==> src/include/pwm_pkg.sv <==
package pwm_pkg;
	// ----------------------------------------
	// Bus and data widths
	// ----------------------------------------
	localparam int ADDR_W = 5;
	localparam int DATA_W = 8;
	localparam int SUB_W = 2;
	localparam int DUTY_W = 10;
	localparam int TIMER_N = 3;
	localparam int STAT_W = 4;
	// ----------------------------------------
	// Register offsets
	// ----------------------------------------
	localparam logic [4:0] OFS_CONTROL = 5'h00;
	localparam logic [4:0] OFS_DUTY_WRITE = 5'h01;
	localparam logic [4:0] OFS_DUTY_ACTIVE = 5'h02;
	localparam logic [4:0] OFS_TIMER_SELECT = 5'h03;
	localparam logic [4:0] OFS_PIN_DIR = 5'h04;
	localparam logic [4:0] OFS_STATUS = 5'h05;
	localparam logic [4:0] OFS_MASK = 5'h06;
	localparam logic [4:0] OFS_TIMER_BASE = 5'h08;
	localparam logic [4:0] OFS_TIMER_LAST = 5'h13;
	localparam logic [1:0] TREG_CONTROL = 2'h0;
	localparam logic [1:0] TREG_PERIOD = 2'h1;
	localparam logic [1:0] TREG_COUNT = 2'h2;
	// ----------------------------------------
	// Field positions
	// ----------------------------------------
	localparam int CTRL_LOW_LSB = 4;
	localparam int CTRL_MODE_LSB = 2;
	localparam logic [1:0] PWM_MODE_CODE = 2'h3;
	localparam int TCTRL_RUN_BIT = 2;
	localparam int TCTRL_POST_LSB = 3;
	localparam int TCTRL_W = 7;
	localparam int STAT_PERIOD_BIT = 3;
	// ----------------------------------------
	// Reset values and prescale codes
	// ----------------------------------------
	localparam logic [7:0] PERIOD_RESET = 8'hFF;
	localparam logic PIN_DIR_RESET = 1'b1;
	localparam logic [1:0] PRESCALE_1 = 2'h0;
	localparam logic [1:0] PRESCALE_4 = 2'h1;
	localparam logic [4:0] DIV_1 = 5'h01;
	localparam logic [4:0] DIV_4 = 5'h04;
	localparam logic [4:0] DIV_16 = 5'h10;

	function automatic logic [4:0] prescale_div(input logic [1:0] code);
		if (code == PRESCALE_1) begin
			return DIV_1;
		end else if (code == PRESCALE_4) begin
			return DIV_4;
		end
		return DIV_16;
	endfunction : prescale_div
endpackage : pwm_pkg

==> src/include/timer_if.sv <==
`timescale 1ns/10ps
interface timer_if;
	logic run;
	logic [1:0] prescale_sel;
	logic [3:0] postscale;
	logic [7:0] period;
	logic load;
	logic [7:0] load_value;
	logic [7:0] count;
	logic [1:0] sub;
	logic restart;
	logic flag;
	logic step;
	modport owner(output run, prescale_sel, postscale, period, load, load_value,
		input count, sub, restart, flag, step);
	modport counter(input run, prescale_sel, postscale, period, load, load_value,
		output count, sub, restart, flag, step);
endinterface : timer_if

==> src/logic/pwm_timer.sv <==
`timescale 1ns/10ps
module pwm_timer import pwm_pkg::*; (
	input wire logic mclk_in,
	input wire logic reset_n_in,
	timer_if.counter timer_bus
);
	logic [3:0] div;
	logic [1:0] sub;
	logic [7:0] count;
	logic [3:0] post_cnt;
	logic [4:0] div_max;
	logic step;
	logic inc;
	logic wrap;

	// ----------------------------------------
	// Prescaler and two-bit phase
	// ----------------------------------------
	assign div_max = prescale_div(timer_bus.prescale_sel) - 5'h01;
	assign step = timer_bus.run && (div == div_max[3:0]);
	assign inc = step && (sub == 2'h3);
	assign wrap = inc && (count == timer_bus.period);

	always_ff @(posedge mclk_in or negedge reset_n_in) begin
		if (!reset_n_in) begin
			div <= 4'h0;
		end else if (!timer_bus.run || step) begin
			div <= 4'h0;
		end else begin
			div <= div + 4'h1;
		end
	end

	always_ff @(posedge mclk_in or negedge reset_n_in) begin
		if (!reset_n_in) begin
			sub <= 2'h0;
		end else if (timer_bus.load) begin
			sub <= 2'h0;
		end else if (step) begin
			sub <= sub + 2'h1; // [RL3]
		end
	end

	// ----------------------------------------
	// Count and period wrap
	// ----------------------------------------
	always_ff @(posedge mclk_in or negedge reset_n_in) begin
		if (!reset_n_in) begin
			count <= 8'h00;
		end else if (timer_bus.load) begin
			count <= timer_bus.load_value;
		end else if (wrap) begin
			count <= 8'h00; // [RL4]
		end else if (inc) begin
			count <= count + 8'h01;
		end
	end

	// Postscaler only paces the flag
	always_ff @(posedge mclk_in or negedge reset_n_in) begin
		if (!reset_n_in) begin
			post_cnt <= 4'h0;
		end else if (wrap) begin
			post_cnt <= (post_cnt == timer_bus.postscale) ? 4'h0 : post_cnt + 4'h1; // [RL7]
		end
	end

	assign timer_bus.count = count;
	assign timer_bus.sub = sub;
	assign timer_bus.restart = wrap;
	// Time base advances at the next edge
	assign timer_bus.step = step;
	assign timer_bus.flag = wrap && (post_cnt == timer_bus.postscale);

	// ----------------------------------------
	// Checks
	// ----------------------------------------
	a_count_wrap_zero: assert property (@(posedge mclk_in) disable iff (!reset_n_in) // [RL4]
		wrap && !timer_bus.load |=> count == 8'h00 && sub == 2'h0)
		else $error("timer did not clear after period match");
	a_postscale_free: assert property (@(posedge mclk_in) disable iff (!reset_n_in) // [RL7]
		timer_bus.flag |-> wrap)
		else $error("timer flag outside a period wrap");
	a_count_paced: assert property (@(posedge mclk_in) disable iff (!reset_n_in) // [RL3]
		!inc && !timer_bus.load |=> $stable(count))
		else $error("timer count moved without increment");
endmodule : pwm_timer

==> src/logic/standard_pwm_channel.sv <==
`timescale 1ns/10ps
// Overview of operation
// [RL1] One output pin carries a PWM waveform with up to ten bits of duty.
// [RL2] A two-bit select picks one of three eight-bit timers as time base.
// [RL3] Period is (period_limit+1) times four oscillator periods times the prescale.
// [RL4] When count equals period_limit, the next increment clears the count.
// [RL5] That increment sets the pin high, unless the duty value is zero.
// [RL6] That increment copies the written duty byte into the active buffer.
// [RL7] The timer postscaler never affects PWM period or frequency.
// [RL8] Duty is ten bits: written byte on top, control bits 5:4 below.
// [RL9] Duty writes are taken any time but act only from the next period.
// [RL10] In PWM mode the active duty buffer ignores software writes.
// [RL11] High time is duty value times oscillator period times prescale.
// [RL12] Count plus two phase bits form a time base; a match clears the pin.
// [RL13] The two low duty bits are double buffered beside the active buffer.
// [RL14] Writing zero to the control register releases the pin.
// [RL15] Software clears the pin direction bit to let the waveform out.
// [RL16] Software sets up timer, period, mode and duty before enabling the driver.
// [RL17] Waiting for a first full period is optional for software.
// [RL18] After reset the pin is low, duty buffers zero, PWM mode off.
module standard_pwm_channel import pwm_pkg::*; (
	input wire logic mclk_in,
	input wire logic reset_n_in,
	input wire logic [ADDR_W-1:0] reg_addr_in,
	input wire logic [DATA_W-1:0] reg_wdata_in,
	input wire logic reg_write_in,
	input wire logic reg_read_in,
	output logic [DATA_W-1:0] reg_rdata_out,
	output logic pwm_output_pin_out,
	output logic pwm_output_pin_oe_out,
	output logic irq_out
);
	// ----------------------------------------
	// Software visible state
	// ----------------------------------------
	logic [7:0] channel_control_register;
	logic [7:0] duty_write_byte;
	logic [7:0] duty_active_buffer;
	logic [1:0] duty_latch;
	logic [1:0] timer_source_select;
	logic pin_direction_bit;
	logic [STAT_W-1:0] status;
	logic [STAT_W-1:0] mask;
	logic [TCTRL_W-1:0] timer_control_register [TIMER_N];
	logic [7:0] period_limit [TIMER_N];

	// ----------------------------------------
	// Timer bank
	// ----------------------------------------
	timer_if timer_bus [TIMER_N] ();
	logic [7:0] tmr_count [TIMER_N];
	logic [1:0] tmr_sub [TIMER_N];
	logic [TIMER_N-1:0] tmr_restart;
	logic [TIMER_N-1:0] tmr_flag;
	logic [TIMER_N-1:0] tmr_step;

	logic write_hit_timer;
	logic [1:0] timer_index;
	logic [1:0] timer_field;
	logic [4:0] timer_offset;

	assign timer_offset = reg_addr_in - OFS_TIMER_BASE;
	assign timer_index = timer_offset[3:2];
	assign timer_field = timer_offset[1:0];
	assign write_hit_timer = reg_write_in && in_timer_window(reg_addr_in);

	function automatic logic in_timer_window(input logic [ADDR_W-1:0] addr);
		return (addr >= OFS_TIMER_BASE) && (addr <= OFS_TIMER_LAST);
	endfunction : in_timer_window

	// Three selects, code three falls back to the first timer
	function automatic logic [1:0] source_index(input logic [1:0] code);
		return (code < 2'(TIMER_N)) ? code : 2'h0;
	endfunction : source_index

	genvar g;
	generate
		for (g = 0; g < TIMER_N; g++) begin : gen_timer
			pwm_timer u_timer (
				.mclk_in(mclk_in),
				.reset_n_in(reset_n_in),
				.timer_bus(timer_bus[g])
			);
			assign timer_bus[g].run = timer_control_register[g][TCTRL_RUN_BIT];
			assign timer_bus[g].prescale_sel = timer_control_register[g][1:0];
			assign timer_bus[g].postscale = timer_control_register[g][TCTRL_W-1:TCTRL_POST_LSB];
			assign timer_bus[g].period = period_limit[g];
			assign timer_bus[g].load = write_hit_timer && timer_index == 2'(g) && timer_field == TREG_COUNT;
			assign timer_bus[g].load_value = reg_wdata_in;
			assign tmr_count[g] = timer_bus[g].count;
			assign tmr_sub[g] = timer_bus[g].sub;
			assign tmr_restart[g] = timer_bus[g].restart;
			assign tmr_flag[g] = timer_bus[g].flag;
			assign tmr_step[g] = timer_bus[g].step;
		end
	endgenerate

	always_ff @(posedge mclk_in or negedge reset_n_in) begin
		if (!reset_n_in) begin
			for (int i = 0; i < TIMER_N; i++) begin
				timer_control_register[i] <= '0;
				period_limit[i] <= PERIOD_RESET;
			end
		end else if (write_hit_timer) begin
			for (int i = 0; i < TIMER_N; i++) begin
				if (timer_index == 2'(i) && timer_field == TREG_CONTROL) begin
					timer_control_register[i] <= reg_wdata_in[TCTRL_W-1:0];
				end else if (timer_index == 2'(i) && timer_field == TREG_PERIOD) begin
					period_limit[i] <= reg_wdata_in;
				end
			end
		end
	end

	// ----------------------------------------
	// Selected time base
	// ----------------------------------------
	logic [1:0] sel;
	logic sel_restart;
	logic sel_step;
	logic [DUTY_W-1:0] time_base;
	logic [DUTY_W-1:0] base_ahead;
	logic [DUTY_W-1:0] duty_now;
	logic [DUTY_W-1:0] duty_next;
	logic pwm_active;

	assign sel = source_index(timer_source_select); // [RL2]
	assign sel_restart = tmr_restart[sel];
	assign sel_step = tmr_step[sel];
	assign time_base = {tmr_count[sel], tmr_sub[sel]}; // [RL12]
	// Registered pin must fall on the edge the time base reaches the duty
	assign base_ahead = time_base + 10'h001;
	assign duty_now = {duty_active_buffer, duty_latch}; // [RL1]
	assign duty_next = {duty_write_byte, channel_control_register[CTRL_LOW_LSB+:2]}; // [RL8]
	assign pwm_active = channel_control_register[CTRL_MODE_LSB+:2] == PWM_MODE_CODE;

	// ----------------------------------------
	// Register writes
	// ----------------------------------------
	always_ff @(posedge mclk_in or negedge reset_n_in) begin
		if (!reset_n_in) begin
			channel_control_register <= 8'h00; // [RL18]
			duty_write_byte <= 8'h00;
			timer_source_select <= 2'h0;
			pin_direction_bit <= PIN_DIR_RESET;
			mask <= '0;
		end else if (reg_write_in) begin
			if (reg_addr_in == OFS_CONTROL) begin
				channel_control_register <= reg_wdata_in; // [RL9]
			end else if (reg_addr_in == OFS_DUTY_WRITE) begin
				duty_write_byte <= reg_wdata_in; // [RL9]
			end else if (reg_addr_in == OFS_TIMER_SELECT) begin
				timer_source_select <= reg_wdata_in[1:0];
			end else if (reg_addr_in == OFS_PIN_DIR) begin
				pin_direction_bit <= reg_wdata_in[0];
			end else if (reg_addr_in == OFS_MASK) begin
				mask <= reg_wdata_in[STAT_W-1:0];
			end
		end
	end

	// ----------------------------------------
	// Duty double buffer
	// ----------------------------------------
	always_ff @(posedge mclk_in or negedge reset_n_in) begin
		if (!reset_n_in) begin
			duty_active_buffer <= 8'h00; // [RL18]
			duty_latch <= 2'h0;
		end else if (pwm_active) begin
			if (sel_restart) begin
				duty_active_buffer <= duty_write_byte; // [RL6]
				duty_latch <= channel_control_register[CTRL_LOW_LSB+:2]; // [RL13]
			end
		end else if (reg_write_in && reg_addr_in == OFS_DUTY_ACTIVE) begin
			duty_active_buffer <= reg_wdata_in; // [RL10]
		end
	end

	// ----------------------------------------
	// Output pin
	// ----------------------------------------
	always_ff @(posedge mclk_in or negedge reset_n_in) begin
		if (!reset_n_in) begin
			pwm_output_pin_out <= 1'b0; // [RL18]
		end else if (!pwm_active) begin
			pwm_output_pin_out <= 1'b0; // [RL14]
		end else if (sel_restart) begin
			pwm_output_pin_out <= duty_next != '0; // [RL5]
		end else if (time_base == duty_now || (sel_step && base_ahead == duty_now)) begin
			pwm_output_pin_out <= 1'b0; // [RL11] [RL12]
		end
	end

	// Driver enabled only in PWM mode with direction cleared
	always_ff @(posedge mclk_in or negedge reset_n_in) begin
		if (!reset_n_in) begin
			pwm_output_pin_oe_out <= 1'b0;
		end else begin
			pwm_output_pin_oe_out <= pwm_active && !pin_direction_bit; // [RL14] [RL15]
		end
	end

	// ----------------------------------------
	// Events and interrupt
	// ----------------------------------------
	logic [STAT_W-1:0] events;
	logic [STAT_W-1:0] clear;

	assign events = {pwm_active && sel_restart, tmr_flag};
	assign clear = (reg_write_in && reg_addr_in == OFS_STATUS) ? reg_wdata_in[STAT_W-1:0] : '0;

	// Set wins over a clear in the same cycle
	always_ff @(posedge mclk_in or negedge reset_n_in) begin
		if (!reset_n_in) begin
			status <= '0;
		end else begin
			status <= (status & ~clear) | events;
		end
	end

	always_ff @(posedge mclk_in or negedge reset_n_in) begin
		if (!reset_n_in) begin
			irq_out <= 1'b0;
		end else begin
			irq_out <= |(status & mask);
		end
	end

	// ----------------------------------------
	// Register reads
	// ----------------------------------------
	logic [DATA_W-1:0] next_rdata;

	always_comb begin
		next_rdata = '0;
		if (reg_addr_in == OFS_CONTROL) begin
			next_rdata = channel_control_register;
		end else if (reg_addr_in == OFS_DUTY_WRITE) begin
			next_rdata = duty_write_byte;
		end else if (reg_addr_in == OFS_DUTY_ACTIVE) begin
			next_rdata = duty_active_buffer;
		end else if (reg_addr_in == OFS_TIMER_SELECT) begin
			next_rdata = {6'h00, timer_source_select};
		end else if (reg_addr_in == OFS_PIN_DIR) begin
			next_rdata = {7'h00, pin_direction_bit};
		end else if (reg_addr_in == OFS_STATUS) begin
			next_rdata = {4'h0, status};
		end else if (reg_addr_in == OFS_MASK) begin
			next_rdata = {4'h0, mask};
		end else if (in_timer_window(reg_addr_in) && timer_index < 2'(TIMER_N)) begin
			if (timer_field == TREG_CONTROL) begin
				next_rdata = {1'b0, timer_control_register[timer_index]};
			end else if (timer_field == TREG_PERIOD) begin
				next_rdata = period_limit[timer_index];
			end else if (timer_field == TREG_COUNT) begin
				next_rdata = tmr_count[timer_index];
			end
		end
	end

	always_ff @(posedge mclk_in or negedge reset_n_in) begin
		if (!reset_n_in) begin
			reg_rdata_out <= '0;
		end else begin
			reg_rdata_out <= reg_read_in ? next_rdata : '0;
		end
	end

	// ----------------------------------------
	// Checks
	// ----------------------------------------
	a_period_start_high: assert property (@(posedge mclk_in) disable iff (!reset_n_in) // [RL5]
		pwm_active && sel_restart && duty_next != '0 |=> pwm_output_pin_out)
		else $error("pin not set at period start");
	a_zero_duty_low: assert property (@(posedge mclk_in) disable iff (!reset_n_in) // [RL5]
		pwm_active && sel_restart && duty_next == '0 |=> !pwm_output_pin_out)
		else $error("pin set with zero duty");
	a_duty_copy_taken: assert property (@(posedge mclk_in) disable iff (!reset_n_in) // [RL6]
		pwm_active && sel_restart |=> duty_now == $past(duty_next))
		else $error("duty not copied at period start");
	a_active_read_only: assert property (@(posedge mclk_in) disable iff (!reset_n_in) // [RL10]
		pwm_active && !sel_restart |=> $stable(duty_now))
		else $error("active duty changed mid period");
	a_match_clears_pin: assert property (@(posedge mclk_in) disable iff (!reset_n_in) // [RL12]
		pwm_active && !sel_restart && time_base == duty_now |=> !pwm_output_pin_out)
		else $error("pin not cleared on duty match");
	a_release_on_zero: assert property (@(posedge mclk_in) disable iff (!reset_n_in) // [RL14]
		reg_write_in && reg_addr_in == OFS_CONTROL && reg_wdata_in == 8'h00
		|=> ##1 !pwm_output_pin_oe_out && !pwm_output_pin_out)
		else $error("pin not released after control cleared");
	a_rise_at_restart: assert property (@(posedge mclk_in) disable iff (!reset_n_in) // [RL11]
		$rose(pwm_output_pin_out) |-> $past(sel_restart) && $past(pwm_active))
		else $error("pin rose outside period start");
	a_idle_pin_low: assert property (@(posedge mclk_in) disable iff (!reset_n_in) // [RL18]
		!pwm_active |=> !pwm_output_pin_out)
		else $error("pin high while PWM mode off");
	a_irq_follows: assert property (@(posedge mclk_in) disable iff (!reset_n_in)
		(status & mask) != '0 |=> irq_out)
		else $error("interrupt missing for unmasked status");
endmodule : standard_pwm_channel

==> config.mk <==
export PLATFORM = sky130hd
export DESIGN_NAME = standard_pwm_channel
export DESIGN_NICKNAME = d
export VERILOG_FILES = /design/src/include/pwm_pkg.sv /design/src/include/timer_if.sv /design/src/logic/pwm_timer.sv /design/src/logic/standard_pwm_channel.sv
export SDC_FILE = /design/constraint.sdc
export NUM_CORES = 1
export LEC_CHECK = 0
export BUFFER_PORTS_ARGS = -buffer_cell sky130_fd_sc_hd__buf_2
export CORE_ASPECT_RATIO = 2
export CORE_UTILIZATION = 45
export DETAILED_ROUTE_END_ITERATION = 16
export GPL_TIMING_DRIVEN = 0
export SYNTH_ARGS = -nofsm -noshare
export SYNTH_HDL_FRONTEND = slang
export SYNTH_SLANG_ARGS = --single-unit
==> constraint.sdc <==
create_clock -name mclk_in -period 7.9 [get_ports mclk_in]
set_clock_uncertainty 0.05 [all_clocks]
set_input_delay 1.58 -clock mclk_in [delete_from_list [all_inputs] [get_ports mclk_in]]
set_output_delay 1.58 -clock mclk_in [all_outputs]
set_load 0.02 [all_outputs]
; ---- Word-level counts from Yosys, hierarchy flattened
; Cells that the tools add are included.
[classes]
add_sub_neg = 17
n_lt_le_gt_ge = 7
n_eq_ne = 30
n_mux = 75
n_bitwise = 13
n_reduce_logical = 68
[op_table]
columns = op, count
row1 = $mux 8, 30
row2 = $mux 4, 16
row3 = $bmux 8 s2, 3
row4 = $logic_and 1x1->1, 32
row5 = $add 4x1->4 const B, 6
row6 = $add 8x1->8 const B, 3
row7 = $eq 4x4->1, 6
row8 = $eq 8x8->1, 3
row9 = $eq 10x10->1, 2
row10 = $mux 2, 9
row11 = $eq 5x3->1 const B, 3
row12 = $bmux 7 s2, 1
row13 = $mux 7, 2
row14 = $eq 2x2->1 const B, 6
row15 = $reduce_and 2->1, 6
row16 = $reduce_and 3->1, 4
row17 = $sub 4x1->4 const B, 3
row18 = $mux 1, 11
row19 = $add 10x1->10 const B, 1
row20 = $eq 2x1->1 const B, 5
row21 = $eq 5x2->1 const B, 2
row22 = $logic_not 2->1, 5
row23 = $reduce_bool 10->1, 1
row24 = $reduce_bool 3->1, 3
row25 = other kinds (25), 47
[word_totals]
register_bits = 147
output_inout_bits = 11
word_cells = 240

; ---- Logic depth before layout (Yosys ltp)
[logic_depth]
word_depth = 17
mapped_depth = 10

; ---- Modules after synthesis
; From an unflattened synthesis, not the netlist that was laid out.
[unflattened]
hier_cells = 918
hier_area_um2 = 9046.2
[modules_own_cells]
columns = mod, n_inst, cells_per_inst, area_each_um2
row1 = standard_pwm_channel, 1, 525, 5521.5
row2 = pwm_timer, 3, 131, 1174.9

; ---- Least setup slack after synthesis
; OpenSTA, ideal clock, no wires.
[synth_timing]
path_type = input port to flip-flop
from = input port reg_addr_in[3]
to = register reg_rdata_out[3]
arrival_ns = 3.456
t_required_ns = 7.722
path_slack_ns = 4.267
stages = 9
cell_sequence = clkbuf_1 > buf_1 > buf_1 > mux2i_1 > o21ai_0 > o21ai_0 > o22ai_1 > a222oi_1 > nor2_1
[synth_via]
elab_chain_cells = 17
[synth_lines]
columns = item, line
row1 = from (decl), standard_pwm_channel.sv:24  ; input wire logic [ADDR_W-1:0] reg_addr_in,
row2 = $sub 4x4->4, standard_pwm_channel.sv:62  ; assign timer_offset = reg_addr_in - OFS_TIMER_BASE;
row3 = $not 2->3 (not written as such), "standard_pwm_channel.sv:252, standard_pwm_channel.sv:254, standard_pwm_channel.sv:256"
row4 = $bmux 8 s2, standard_pwm_channel.sv:256  ; next_rdata = tmr_count[timer_index];
row5 = $mux 8 (not written as such) (2 in a row), standard_pwm_channel.sv:256
row6 = $mux 8, standard_pwm_channel.sv:255  ; end else if (timer_field == TREG_COUNT) begin
row7 = $mux 8, standard_pwm_channel.sv:253  ; end else if (timer_field == TREG_PERIOD) begin
row8 = $mux 8, standard_pwm_channel.sv:251  ; if (timer_field == TREG_CONTROL) begin
row9 = $mux 8, standard_pwm_channel.sv:250  ; end else if (in_timer_window(reg_addr_in) && timer_index < 2'(TIMER_N)) begin
row10 = $mux 8, standard_pwm_channel.sv:248  ; end else if (reg_addr_in == OFS_MASK) begin
row11 = $mux 8, standard_pwm_channel.sv:246  ; end else if (reg_addr_in == OFS_STATUS) begin
row12 = $mux 8, standard_pwm_channel.sv:244  ; end else if (reg_addr_in == OFS_PIN_DIR) begin
row13 = $mux 8, standard_pwm_channel.sv:242  ; end else if (reg_addr_in == OFS_TIMER_SELECT) begin
row14 = $mux 8, standard_pwm_channel.sv:240  ; end else if (reg_addr_in == OFS_DUTY_ACTIVE) begin
row15 = $mux 8, standard_pwm_channel.sv:238  ; end else if (reg_addr_in == OFS_DUTY_WRITE) begin
row16 = $mux 8 *, standard_pwm_channel.sv:236  ; if (reg_addr_in == OFS_CONTROL) begin
row17 = $mux 8 *, standard_pwm_channel.sv:265  ; reg_rdata_out <= reg_read_in ? next_rdata : '0;
row18 = to (signal assigned), standard_pwm_channel.sv:265
row19 = to (decl), standard_pwm_channel.sv:28  ; output logic [DATA_W-1:0] reg_rdata_out,
; Mark *: on every way between the ends. The rest lies on a longest branch, timed or not. The select of a mux whose other input is x is not followed.
; A chain may end at the register's enable or synchronous reset.

; ---- Final worst setup path
[layout_timing]
from = input port reg_addr_in[3]
to = register reg_rdata_out[5]
; The elaborated chain is that of the path after synthesis.

==> flow_results.org <==
** STA
- Time the final worst path needs with I/O delays and setup :: 4246 ps
- Setup violations remaining at the end of the flow were counted as 0.
- Setup repair after global routing left no endpoint under its margin.
- Final Hold Violating Endpoints :: 0
- Pins Over Slew Limit :: 0
- Timing would allow up to 235.5 MHz.
- At the pin with the least slew margin, the transition time is 975.6 ps.
- In the final timing run, aggregate negative setup slack is 0 ps.
- Tcrit/Tclk final :: 0.5374
- Worst slew margin relative to its limit :: 0.3446

** Die
- The floorplan step set the die width to 101.3 um.
- Area of the die :: 20,300 um^2
- Num rows :: 72
- The core region is about 19,000 um^2.
- Total I/O pin count :: 28
- Initial core utilization :: 0.4600
- The die is 200.5 um tall.

** Clocking
- Hold buffers post-CTS :: 0
- Counting every sink on the clock net gives approximately 150.
- The tree is rooted in a sky130_fd_sc_hd__clkbuf_16.
- No sink is reached through more buffers than the 2 on the longest clock path.
- Clock-pin slew was measured on the worst setup and hold paths at roughly 70 ps.
- Later-pin clock latency in the skew report :: 440 ps
- Total CTS buffers :: 17
- Number of H-tree branching levels :: 4
- Once the clock tree was built, the setup fixing pass inserted 0 buffers.
- Gates resized during post-CTS repair numbered 0.
- TritonCTS built the clock tree.

** Logic synthesis
- In this run, synthesis produced a sequential element count of 147.
- Summed over all instances, the cell type with the most area after synthesis is sky130_fd_sc_hd__dfrtp_1.
- Post-synthesis sequential area ratio :: 0.4184
- Number of enable flip-flop cells after synthesis :: 0
- Dividing the synthesized area by the synthesized cell count gives 9.842 um^2.
- Top cell types by occurrence after synthesis :: sky130_fd_sc_hd__dfrtp_1, sky130_fd_sc_hd__nand2_1, sky130_fd_sc_hd__mux2_2, sky130_fd_sc_hd__o21ai_0, sky130_fd_sc_hd__xnor2_1
- Post-Synthesis Cells :: 901
- Largest cells by area after synthesis :: sky130_fd_sc_hd__dfrtp_1, sky130_fd_sc_hd__mux2_2, sky130_fd_sc_hd__dfstp_2
- The netlist uses 67 different library cells.
- The synthesized netlist occupies a cell area of 8867 um^2.
- By instance count, the leading cell after synthesis is sky130_fd_sc_hd__dfrtp_1.
- Fraction of registers with async set or reset after synthesis :: 1.000
- Yosys synthesis warning count :: 0
- In the synthesized netlist the dominant register cell turns out to be sky130_fd_sc_hd__dfrtp_1.
- Synth top area share :: 0.3443
- The number of nets in the synthesized netlist is between 900 and 1,000.

** Global routing
- Total routing resource utilization after global routing :: 0.2872
- The via count of the first global-routing pass came to 7,530.
- Maximum number of pins on one net before global-route repair :: slightly above 80
- The initial antenna violation count was 0.
- After global routing the overflow that remains totals 0.
- First-pass GRT wire length :: around 43 mm

** Critical path
- Walking the worst path, the cells encountered are clkbuf_1, buf_1, buf_1, mux2i_1, o21ai_0, o21ai_0, o22ai_1, a22oi_1, nor2_1.
- Startpoint type of the worst setup path :: input port
- The number of buffers and inverters on the critical path is 3.
- STA classifies the critical path endpoint as a flip-flop.
- Critical path class :: input port to flip-flop
- The kind of cell with the highest combined delay along the critical path is buffers and inverters.
- The largest individual stage delay along the critical path comes from the cell sky130_fd_sc_hd__buf_1.
- Required time reported for the critical path endpoint :: 8210 ps
- For this run, the slowest stage of the critical path takes approximately 670 ps.
- Data on the critical path arrives at its endpoint at 4550 ps.
- Largest fanout on the critical path :: 10

** Routing
- Total Routed Length :: 27.29 mm
- DRC :: 0
- WL/cell :: 22.46 um
- Drt initial violations :: 349
- Dividing the detail-routed via count by the number of cells gives 6.007.
- The detail route stage leaves a number of antenna-violating nets equal to 0.
- Vias after detailed routing :: 7,298
- Number of optimization iterations in the first detailed-route pass :: 5

** Final layout
- The number of antenna diodes in the final layout is 0.
- Ratio of cells with drive above 1 in the final layout :: 0.1862
- Cell area after layout :: between 10,000 and 15,000 um^2
- For this run, the post-layout net count is 977.
- Final Util :: 0.5205
- Layout Area Growth over Synthesis :: 13.16%

** Power
- Switching pwr :: between 1 and 1.5 mW
- The share of total power dissipated in the clock network is 0.319.
- Max rail drop VDD :: ~220 uV
- Power Dens Cells :: 301.7 nW/um^2
- Total leakage power :: 4.266 nW
- Power share of the combinational group :: 0.303
- Fraction of power spent switching nets :: 0.3526
- Of the total power, registers draw 0.378.
- Cell internal power was estimated by the tool at 1.960 mW.

** Placed design
- The wire-length estimate of the detail-placed layout is between 20 and 25 mm.
- Buffers placed on the I/O ports in this run total 23.
- The placed instances occupy a cell area of 9340 um^2.
- Routability Congestion :: 0.9760

** Flow run
- Reported max-cap violation count :: 0

** Hold path
- The tightest min-delay check is of the flip-flop to flip-flop type.

** Run status
- Run status :: finished clean
==> layer usage <==
layer  share of wire  wire [um]  GRT usage
met1            0.36       9914     0.3023
met3           0.037        998    0.05258
met4           0.071       1947     0.1946
met2            0.53      14430     0.5053
met5               0          0          0
==> power groups by stage <==
stage / logic [mW] / clock network [mW] / registers [mW]
floorplan: 0.688 / 0 / 1.07
global route: 1.01 / 1.01 / 1.16
global placement: 0.896 / 0 / 1.15
CTS: 0.916 / 0.978 / 1.14
detailed placement: 0.912 / 0 / 1.15
finish: 0.917 / 0.966 / 1.14
==> sequential cells by signal (all words and copies together), names as in the netlist <==
signal and flops:
channel_control_register 8, duty_active_buffer 8, duty_latch 2, duty_write_byte 8, gen_timer.u_timer.div 12, gen_timer.u_timer.post_cnt 12
gen_timer.u_timer.timer_bus.count 24, gen_timer.u_timer.timer_bus.sub 6, irq_out 1, mask 4, pin_direction_bit 1, pwm_output_pin_oe_out 1
pwm_output_pin_out 1, reg_rdata_out 8, status 4, timer_bus.period 24, timer_bus.postscale 12, timer_bus.prescale_sel 6
timer_bus.run 3, timer_source_select 2
==> worst paths after layout <==
path	start	to	slack (ps)	cells after the start
min in group asynchronous	reset_n_in	gen_timer[0].u_timer.timer_bus.count[1]$_DFFE_PN0P_	1110	1
min reg2reg	channel_control_register[1]$_DFFE_PN0P_	channel_control_register[1]$_DFFE_PN0P_	450	2
max	reg_addr_in[3]	reg_rdata_out[5]$_DFF_PN0_	3650	9
max in group asynchronous	reset_n_in	pin_direction_bit$_DFFE_PN1P_	5830	2
max reg2reg	timer_source_select[1]$_DFFE_PN0P_	pwm_output_pin_out$_DFFE_PN0P_	4070	9
min	channel_control_register[1]$_DFFE_PN0P_	channel_control_register[1]$_DFFE_PN0P_	450	2
==> layout by cell type, fill, tap and decap left out, types with 14 or more instances in the layout <==
master / instances
sky130_fd_sc_hd__a21oi_1: 29
sky130_fd_sc_hd__and3_1: 16
sky130_fd_sc_hd__buf_2: 24
sky130_fd_sc_hd__clkbuf_1: 43
sky130_fd_sc_hd__clkbuf_16: 17
sky130_fd_sc_hd__dfrtp_1: 122
sky130_fd_sc_hd__dfstp_2: 25
sky130_fd_sc_hd__ha_1: 16
sky130_fd_sc_hd__inv_1: 18
sky130_fd_sc_hd__mux2_2: 67
sky130_fd_sc_hd__mux2i_1: 42
sky130_fd_sc_hd__nand2_1: 90
sky130_fd_sc_hd__nand3_1: 24
sky130_fd_sc_hd__nor2_1: 46
sky130_fd_sc_hd__nor3_1: 14
sky130_fd_sc_hd__o211ai_1: 14
sky130_fd_sc_hd__o21ai_0: 67
sky130_fd_sc_hd__xnor2_1: 47
sky130_fd_sc_hd__xor2_1: 18
==> metrics by stage <==
step / hold slack, ps / total power [mW] / cells / worst slack, ps
floorplan: 400.5 / 1.754 / 901 / 4267
global placement: 414.9 / 2.043 / 1183 / 2978
detailed placement: 436.4 / 2.061 / 1184 / 3352
CTS: 450.8 / 3.032 / 1215 / 3804
global route: 475.0 / 3.174 / 1215 / 3514
finish: 449.1 / 3.027 / 1215 / 3654
==> cell type report <==
type                    instances  area (um^2)
clock buffers                  18        439.2
repair buffers                 24        148.9
well taps                     259        324.1
plain buffers                  53        212.7
multi-input cells             683         4877
inverters                      18        67.56
fillers                      1855         9244
flip-flops and latches        147         3710
clock inverters                13        255.2
==> worst min-delay path: stages, from the launching register on <==
cell                      delay [ps]
sky130_fd_sc_hd__dfrtp_1         350
sky130_fd_sc_hd__nand2_1          50
sky130_fd_sc_hd__o21ai_0          60
==> cells by family after synthesis <==
logic type	synth area share
flip-flops	0.4184
multiplexers	0.1325
buffers and inverters	0.03161
adder cells (fa/ha/maj)	0.02258
AND/OR/NAND/NOR	0.1602
XOR/XNOR	0.06731
AO/OA/AOI/OAI	0.1675
Note: power is estimated with default switching activity, not from simulation.
